$ cat src/rtl/t3rie_params.svh
// Contract
// RL1 - Format mismatch latch, its enable bit 11 and port enable raise the interrupt.
// RL2 - App channel change latch, enable bit 10 and port enable raise the interrupt.
// RL3 - Idle change latch, enable bit 9 and port enable raise the interrupt.
// RL4 - Unframed all-ones change latch, enable bit 8 and port enable raise it.
// RL5 - Multiframe loss change latch, enable bit 7 and port enable raise it.
// RL6 - Severe frame error change latch, enable bit 6 and port enable raise it.
// RL7 - Alignment change latch, enable bit 5 and port enable raise it.
// RL8 - Frame loss change latch, enable bit 4 and port enable raise it.
// RL9 - Remote defect change latch, enable bit 3 and port enable raise it.
// RL10 - Alarm signal change latch, enable bit 2 and port enable raise it.
// RL11 - Out-of-frame change latch, enable bit 1 and port enable raise it.
// RL12 - Signal loss change latch, enable bit 0 and port enable raise it.
// RL13 - Second register bit 11 gates the C-bit parity error latch.
// RL14 - Second register bit 10 gates the far-end block error latch.
// RL15 - Second register bit 9 gates the P-bit parity error latch.
// RL16 - Second register bit 8 gates the framing error latch.
// RL17 - Second register bit 3 gates the C-bit count-nonzero latch.
// RL18 - Second register bit 2 gates the far-end block count-nonzero latch.
// RL19 - Second register bit 1 gates the P-bit count-nonzero latch.
// RL20 - Second register bit 0 gates the framing count-nonzero latch.
// RL21 - A condition latch sets when its live condition changes either way.
// RL22 - A count latch sets only when its nonzero indicator rises.
// RL23 - C-bit and far-end latches and their count latches stay zero in mux framing mode.
// RL24 - Interrupt is OR of enabled latched sources, gated by port enable, held until cleared.
// RL25 - Reserved enable bits read zero and ignore writes.
`ifndef T3RIE_PARAMS_SVH
`define T3RIE_PARAMS_SVH
// Register indices; each register owns one aligned 32-bit word, so the byte address is four times the index.
`define T3RIE_IDX_ENABLE_ONE 12'h12c
`define T3RIE_IDX_ENABLE_TWO 12'h12e
`define T3RIE_IDX_LATCHED_ONE 12'h128
`define T3RIE_IDX_LATCHED_TWO 12'h12a
`define T3RIE_IDX_LIVE_ONE 12'h124
`define T3RIE_IDX_LIVE_TWO 12'h126
`define T3RIE_IDX_CONTROL 12'h140
`define T3RIE_ADDR_ENABLE_ONE 12'h4b0
`define T3RIE_ADDR_ENABLE_TWO 12'h4b8
`define T3RIE_ADDR_LATCHED_ONE 12'h4a0
`define T3RIE_ADDR_LATCHED_TWO 12'h4a8
`define T3RIE_ADDR_LIVE_ONE 12'h490
`define T3RIE_ADDR_LIVE_TWO 12'h498
`define T3RIE_ADDR_CONTROL 12'h500
`define T3RIE_MASK_ONE 16'h0fff
`define T3RIE_MASK_TWO 16'h0f0f
`define T3RIE_MASK_LIVE_ONE 16'h0fdf
`define T3RIE_MASK_CBIT_TWO 16'h0c0c
`define T3RIE_RESET_ENABLE 16'h0000
`define T3RIE_RESET_CONTROL 2'h0
`define T3RIE_BIT_PORT_EN 0
`define T3RIE_BIT_MUX_MODE 1
`define T3RIE_BIT_FORMAT 11
`define T3RIE_BIT_ALIGN 5
`define T3RIE_BIT_CBIT_ERR 11
`define T3RIE_BIT_FAR_ERR 10
`define T3RIE_BIT_PBIT_ERR 9
`define T3RIE_BIT_FRAME_ERR 8
`define T3RIE_BIT_CBIT_CNT 3
`define T3RIE_BIT_FAR_CNT 2
`define T3RIE_BIT_PBIT_CNT 1
`define T3RIE_BIT_FRAME_CNT 0
`endif

$ cat src/rtl/t3rie_pkg.sv
package t3rie_pkg;
   typedef logic [15:0] t3rie_word_type;
   typedef logic [11:0] t3rie_addr_type;
endpackage : t3rie_pkg

$ cat src/rtl/t3rie_status_irq.sv
`timescale 1ns/10ps
`include "t3rie_params.svh"
module t3rie_status_irq (
   // Clock and reset.
   input wire logic pclk,
   input wire logic presetn,
   // APB slave.
   input wire logic psel,
   input wire logic penable,
   input wire logic pwrite,
   input wire t3rie_pkg::t3rie_addr_type paddr,
   input wire logic [31:0] pwdata,
   output logic [31:0] prdata,
   output logic pready,
   output logic pslverr,
   // Live receive conditions (bit 5 unused; alignment change is an event).
   input wire t3rie_pkg::t3rie_word_type live_status_one,
   input wire logic align_change_event,
   // Error events, one-cycle pulses.
   input wire logic cbit_parity_event,
   input wire logic far_block_err_event,
   input wire logic pbit_parity_event,
   input wire logic framing_err_event,
   // Count-nonzero indicators.
   input wire logic cbit_count_nonzero,
   input wire logic far_block_count_nonzero,
   input wire logic pbit_count_nonzero,
   input wire logic framing_count_nonzero,
   // Port interrupt.
   output logic port_irq
);
   import t3rie_pkg::*;

   t3rie_word_type rx_status_irq_enable_one;
   t3rie_word_type rx_status_irq_enable_two;
   t3rie_word_type latched_one;
   t3rie_word_type latched_two;
   t3rie_word_type live_prev;
   logic [3:0] count_prev;
   logic [1:0] control;
   logic port_status_irq_enable;
   logic mux_framing_mode;
   logic wr_strobe;
   logic rd_strobe;
   logic addr_hit;
   t3rie_word_type set_one;
   t3rie_word_type set_two;
   t3rie_word_type clr_one;
   t3rie_word_type clr_two;
   t3rie_word_type read_word;
   logic [3:0] count_now;

   assign port_status_irq_enable = control[`T3RIE_BIT_PORT_EN];
   assign mux_framing_mode = control[`T3RIE_BIT_MUX_MODE];
   assign count_now = {cbit_count_nonzero, far_block_count_nonzero, pbit_count_nonzero, framing_count_nonzero};

   // Every access completes in its first access cycle.
   assign pready = 1'b1;
   assign wr_strobe = psel && penable && pwrite;
   assign rd_strobe = psel && penable && !pwrite;

   function automatic logic is_mapped(input t3rie_addr_type a);
      is_mapped = (a == `T3RIE_ADDR_ENABLE_ONE) || (a == `T3RIE_ADDR_ENABLE_TWO) ||
         (a == `T3RIE_ADDR_LATCHED_ONE) || (a == `T3RIE_ADDR_LATCHED_TWO) ||
         (a == `T3RIE_ADDR_LIVE_ONE) || (a == `T3RIE_ADDR_LIVE_TWO) || (a == `T3RIE_ADDR_CONTROL);
   endfunction : is_mapped

   assign addr_hit = is_mapped(paddr);
   assign pslverr = psel && penable && !addr_hit;

   always_ff @(posedge pclk or negedge presetn) begin
      if (!presetn) begin
         rx_status_irq_enable_one <= `T3RIE_RESET_ENABLE;
         rx_status_irq_enable_two <= `T3RIE_RESET_ENABLE;
         control <= `T3RIE_RESET_CONTROL;
      end else if (wr_strobe) begin
         if (paddr == `T3RIE_ADDR_ENABLE_ONE) begin
            rx_status_irq_enable_one <= pwdata[15:0] & `T3RIE_MASK_ONE; // RL25
         end
         if (paddr == `T3RIE_ADDR_ENABLE_TWO) begin
            rx_status_irq_enable_two <= pwdata[15:0] & `T3RIE_MASK_TWO; // RL25
         end
         if (paddr == `T3RIE_ADDR_CONTROL) begin
            control <= pwdata[1:0];
         end
      end
   end

   // Edge history; reset to zero so a condition already active after reset counts as a change.
   always_ff @(posedge pclk or negedge presetn) begin
      if (!presetn) begin
         live_prev <= 16'h0000;
         count_prev <= 4'h0;
      end else begin
         live_prev <= live_status_one & `T3RIE_MASK_LIVE_ONE;
         count_prev <= count_now;
      end
   end

   always_comb begin
      set_one = (live_status_one & `T3RIE_MASK_LIVE_ONE) ^ live_prev; // RL21
      set_one[`T3RIE_BIT_ALIGN] = align_change_event;
      set_two = 16'h0000;
      set_two[`T3RIE_BIT_CBIT_ERR] = cbit_parity_event;
      set_two[`T3RIE_BIT_FAR_ERR] = far_block_err_event;
      set_two[`T3RIE_BIT_PBIT_ERR] = pbit_parity_event;
      set_two[`T3RIE_BIT_FRAME_ERR] = framing_err_event;
      set_two[3:0] = count_now & ~count_prev; // RL22
      // Writing one to a latched bit clears it.
      clr_one = 16'h0000;
      clr_two = 16'h0000;
      if (wr_strobe && paddr == `T3RIE_ADDR_LATCHED_ONE) begin
         clr_one = pwdata[15:0];
      end
      if (wr_strobe && paddr == `T3RIE_ADDR_LATCHED_TWO) begin
         clr_two = pwdata[15:0];
      end
   end

   // A set arriving with its clear wins, so no event is lost.
   always_ff @(posedge pclk or negedge presetn) begin
      if (!presetn) begin
         latched_one <= 16'h0000;
         latched_two <= 16'h0000;
      end else begin
         latched_one <= ((latched_one & ~clr_one) | set_one) & `T3RIE_MASK_ONE;
         if (mux_framing_mode) begin
            latched_two <= ((latched_two & ~clr_two) | set_two) & `T3RIE_MASK_TWO & ~`T3RIE_MASK_CBIT_TWO; // RL23
         end else begin
            latched_two <= ((latched_two & ~clr_two) | set_two) & `T3RIE_MASK_TWO;
         end
      end
   end

   // Bits 11..0 of register one and 11..8, 3..0 of register two each gate one source.
   // RL1 RL2 RL3 RL4 RL5 RL6 RL7 RL8 RL9 RL10 RL11 RL12
   // RL13 RL14 RL15 RL16 RL17 RL18 RL19 RL20
   always_ff @(posedge pclk or negedge presetn) begin
      if (!presetn) begin
         port_irq <= 1'b0;
      end else begin
         port_irq <= port_status_irq_enable &&
            (|(latched_one & rx_status_irq_enable_one) || |(latched_two & rx_status_irq_enable_two)); // RL24
      end
   end

   always_comb begin
      case (paddr)
         `T3RIE_ADDR_ENABLE_ONE: read_word = rx_status_irq_enable_one;
         `T3RIE_ADDR_ENABLE_TWO: read_word = rx_status_irq_enable_two;
         `T3RIE_ADDR_LATCHED_ONE: read_word = latched_one;
         `T3RIE_ADDR_LATCHED_TWO: read_word = latched_two;
         `T3RIE_ADDR_LIVE_ONE: read_word = live_prev;
         `T3RIE_ADDR_LIVE_TWO: read_word = {12'h000, count_prev};
         `T3RIE_ADDR_CONTROL: read_word = {14'h0000, control};
         default: read_word = 16'h0000;
      endcase
   end

   always_ff @(posedge pclk or negedge presetn) begin
      if (!presetn) begin
         prdata <= 32'h00000000;
      end else if (psel && !penable && !pwrite) begin
         prdata <= {16'h0000, read_word};
      end
   end
endmodule : t3rie_status_irq

$ cat config.mk
export PLATFORM = sky130hd
export DESIGN_NAME = t3rie_status_irq
export DESIGN_NICKNAME = d
export VERILOG_FILES = /design/src/rtl/t3rie_pkg.sv /design/src/rtl/t3rie_status_irq.sv
export VERILOG_INCLUDE_DIRS = /design/src /design/src/rtl
export SDC_FILE = /design/constraint.sdc
export NUM_CORES = 1
export LEC_CHECK = 0
export ABC_AREA = 1
export BUFFER_PORTS_ARGS = -buffer_cell sky130_fd_sc_hd__buf_4
export CAP_MARGIN = 25
export CORE_UTILIZATION = 50
export DETAILED_ROUTE_END_ITERATION = 8
export PLACE_DENSITY = 0.75
export SYNTH_ARGS = -nofsm -noshare
export SYNTH_HDL_FRONTEND = slang
export SYNTH_SLANG_ARGS = --single-unit
$ cat constraint.sdc
create_clock -name pclk -period 1.5 [get_ports pclk]
set_input_delay 0.3 -clock pclk [delete_from_list [all_inputs] [get_ports pclk]]
set_output_delay 0.3 -clock pclk [all_outputs]
set_load 0.03 [all_outputs]
# After elaboration in Yosys (flattened, before gate mapping)
# Index checks and enable logic that the tools add are counted.
[word_totals]
word_cells = 54
in_bits = 74
output_inout_bits = 35
regBits = 78
[op_classes]
reduce_logical = 23
n_eq_ne = 7
bitwise = 11
n_mux = 4
[op_table]
columns = ["op", "n"]
rows = [
  ["$eq 12x11->1 const B", 7],
  ["$pmux 12 s7", 1],
  ["$and 12x12->12", 4],
  ["$mux 12", 3],
  ["$reduce_or 16->1", 2],
  ["$not 12->12", 2],
  ["$or 12x12->12", 2],
  ["$xor 12x12->12", 1],
  ["$logic_and 1x1->1", 8],
  ["$logic_or 1x1->1", 7],
  ["$reduce_and 2->1", 3],
  ["$and 4x4->4", 1],
  ["$not 4->4", 1],
  ["$logic_not 1->1", 3],
]

# Longest topological paths before layout
[depth]
depth_word = 9
depth_mapped = 10

# Worst setup path after synthesis
# OpenSTA, ideal clock, no wires.
[synth_timing]
path_kind = "input to output"
start = "input paddr[2]"
end = "output pslverr"
n_path_buf = 0
stages = 8
t_arrival_ns = 1.330
path_slack_ns = -0.130
t_required_ns = 1.200
path_cell_list = "nor2_1 > nand2_2 > inv_2 > nand2_4 > nor2_4 > nor3_1 > nand2_1 > nor2_1"
[synth_via]
elab_chain_cells = 9
[synth_rtl]
columns = ["item", "line_no", "source"]
rows = [
  ["start, declared", "t3rie_status_irq.sv:11", "input wire t3rie_pkg::t3rie_addr_type paddr,"],
  ["$eq 12x11->1", "n/a", ""],
  ["$logic_or 1x1->1 (5 in a row)", "t3rie_status_irq.sv:63", "is_mapped = (a == `T3RIE_ADDR_ENABLE_ONE) || (a == `T3RIE_ADDR_ENABLE_TWO) ||"],
  ["$logic_or 1x1->1 (*)", "t3rie_status_irq.sv:63", ""],
  ["$logic_not 1->1 (*)", "t3rie_status_irq.sv:69", "assign pslverr = psel && penable && !addr_hit;"],
  ["$logic_and 1x1->1 (*)", "t3rie_status_irq.sv:69", ""],
  ["end, declared", "t3rie_status_irq.sv:15", "output logic pslverr,"],
]
# Mark *: on every way between the ends. The rest lies on a longest branch, timed or not.

# Worst setup path in the final report
# Ends and elaborated chain as after synthesis.

==> summary.md <==
| Metric | Value |
|---|---|
| CP Data Required Time | `1.20 ns` |
| Clock latency on the worst-skew pair | `about 0.35 ns` |
| Post-route DRC | `0` |
| Core area | `approximately 7300 sq um` |
| RePlAce Congestion | `a little under 0.9` |
| Leakage power | `~2.4 nW` |
| Top post-synthesis cells by area | `dfrtp_1 46%, nand2_1 14%, nand3_1 4.6%` |
| Via Count | `approximately 3300` |
| Synth cell types | `28` |
| Post-Synthesis Cells | `approximately 460` |
| Syn-to-layout area delta | `26.9%` |
| Worst Path Buf+Inv | `3` |
| Post-synthesis sequential area ratio | `between 40 and 50%` |
| # setup viols final | `1` |
| Critical path cell sequence | `buf_4 > nor2_2 > nand2_2 > inv_2 > nand2_4 > a21oi_2 > nor3_2 > nand2_1 > nor2_4 > buf_6` |
| CTS Buffer Depth | `2` |
| TritonCTS Buffers | `9` |
| Die area | `~8000 sq um` |
| GRT overflow | `0` |
| Main synth FF type | `dfrtp_1` |
| RSZ-0062 raised after global routing | `true` |
| Crit path time final | `~1.6 ns` |
| Crit. End Element | `primary output` |
| Final Power | `about 4.2 mW` |
| Clock slew seen by the registers of the worst setup and hold paths | `roughly 0.08 ns` |
| Max-Cap Viols | `0` |
| Post-route cell area | `4790 sq um` |
| Drt first pass iters | `4` |
| DPL Wire Length | `6760 um` |
| Largest net degree at the start of global routing | `30` |
| Nets | `627` |
| Post-Layout Cell Count | `657` |
| I/O pin count | `between 100 and 150` |
| Largest stage delay on the critical path | `0.13 ns` |
| CP max FO | `4` |
| Yosys top cell area share | `46.4%` |
| TritonCTS clock tree | `done` |
| Cell area after technology mapping | `~3800 sq um` |
| Final wirelength | `a little over 9000 um` |
| Peak Freq | `about 640 MHz` |
| Iter 0 DRT Violations | `approximately 210` |
| Post-DRT Antenna Nets | `0` |
| Chip height | `just under 90 um` |
| Cell Area, Placed | `approximately 4500 sq um` |
| Max IR drop VDD | `roughly 510 uV` |
| Max Slew Vio Count | `0` |
| Count leader, synth | `nand2_1` |
| Layout cell share with drive strength beyond 1 | `30.6%` |
| Initial antenna violation count | `0` |
| Slowest stage cell, crit path | `buf_4` |
| Initial Utilization | `51.8%` |
| Final worst slack | `-0.0604 ns` |
| Syn. warnings | `0` |
| Ys async rst share | `100%` |
| Period utilization | `104%` |
| Syn Area/Cell | `between 8 and 9 sq um` |
| Hold Slack | `just under 0.06 ns` |
| Biggest area consumer among synthesized cells | `dfrtp_1` |
| CTS H-tree depth | `3` |
| Power density cells | `between 800 and 900 nW/um^2` |
| Global Route Usage Sum | `between 20 and 30%` |
| Final hold vios | `0` |
| Clock Skews | `between 0.006 and 0.007 ns` |
| Vias in the first global route | `around 3200` |
| Die Wd | `approximately 90 um` |
| Failing checks | `setup timing` |
| Vias per Instance | `~5.0` |
| CTS root buffer | `clkbuf_8` |
| EDFF count, synth | `0` |
| Critical path arrival | `roughly 1.3 ns` |
| Row cnt | `31` |
| Placed insts | `between 600 and 700` |
| Drt wl/cell | `14.1 um` |
| CP delay by family, top | `simple AND/OR/NAND/NOR gates` |
| Final core occ | `about two thirds` |
| # diodes | `0` |
| Yosys reg bits | `70` |
| Post-synth top cells | `136 x nand2_1, 70 x dfrtp_1, 39 x inv_1, 35 x nand3_1, 30 x nor2_1` |
| I/O Buffers | `slightly above 60` |
| Global-route wire length before repair | `14800 um` |
| HP Class | `in -> reg` |
| Startpoint types | `input pin` |
| Clk sinks | `70` |
| Status | `finished with violations` |
| Crit Path Category | `in -> out` |
==> worst paths after layout <==
check | from | endpoint | slack [ns] | cells after the start
min reg2reg | count_prev[0]$_DFF_PN0_ | latched_two[0]$_DFF_PN0_ | 0.46 | 1
max reg2reg | control[1]$_DFFE_PN0P_ | prdata[1]$_DFFE_PN0P_ | 0.38 | 6
max in group asynchronous | presetn | latched_one[6]$_DFF_PN0_ | 0.68 | 3
max | paddr[2] | pslverr | -0.06 | 10
min | cbit_count_nonzero | count_prev[3]$_DFF_PN0_ | 0.06 | 1
min in group asynchronous | presetn | rx_status_irq_enable_two[2]$_DFFE_PN0P_ | 0.34 | 2
==> cell type report <==
| cell class | count | area (sq um) |
|---|---|---|
| clock buffers | 9 | 124 |
| fillers | 623 | 2500 |
| flip-flops and latches | 70 | 1750 |
| well taps | 99 | 124 |
| clock inverters | 7 | 121 |
| repair buffers | 94 | 764 |
| inverters | 44 | 168 |
| multi-input cells | 334 | 1740 |
==> placed cells by master, fill, tap and decap left out, drive strengths merged <==
cell / instances
nand2: 146
buf: 93
dfrtp: 70
o21ai: 49
inv: 45
nor2: 45
nand3: 36
conb: 21
nand4: 13
xnor2: 11
clkbuf: 9
a21oi: 5
nor3: 5
bufinv: 3
clkinv: 3
o21bai: 1
a221oi: 1
a31oi: 1
dlygate4sd3: 1
==> per-stage QoR <==
stage	setup TNS (ns)	worst slack [ns]
floorplan	0	0.0541
global placement	-0.835	-0.106
detailed placement	-2.50	-0.131
CTS	-0.0615	-0.0615
global route	-0.109	-0.109
finish	-0.0604	-0.0604
==> repair_timing <==
action / in CTS / in global routing
hold buffers: 1 / 0
endpoints found under the hold margin: 11 / 0
setup buffers: 3 / 0
pin swaps: 8 / 9
setup endpoints to repair: 1 / 1
gates cloned: 0 / 0
gates resized for setup: 7 / 10
==> worst register-to-register path: cells and delay by family, from the launching register on <==
kind / cells / cell delay (ns)
simple gates: 6 / 0.51
flops: 1 / 0.51
==> sequential cells by signal, summed over array words and instances (netlist names) <==
signal,count
count_prev,4
rx_status_irq_enable_one,12
latched_two,8
latched_one,12
rx_status_irq_enable_two,8
control,2
prdata,12
live_prev,11
port_irq,1
==> per-layer routing <==
layer	vias up	track usage [%]	routed length, um
li1	1620	-	-
met4	0	11.1	201
met5	-	0	0
met2	109	44.2	4570
met3	16	5.41	492
met1	1543	31.3	3990
==> where the power goes <==
| part | leakage, nW | internal (mW) | switching (mW) | total, mW |
|---|---|---|---|---|
| Combinational | 1.45 | 0.161 | 0.256 | 0.417 |
| Clock | 0.124 | 1.11 | 0.754 | 1.87 |
| Sequential | 0.839 | 1.91 | 0.0163 | 1.92 |
==> cell families after synthesis <==
family	synth area share (%)
other cells	0.199
flops	46.4
buf+inv	10.5
compound gates	9.75
simple gates	30.6
xor+xnor	2.55
No activity file was read; power rests on OpenSTA's default activity.
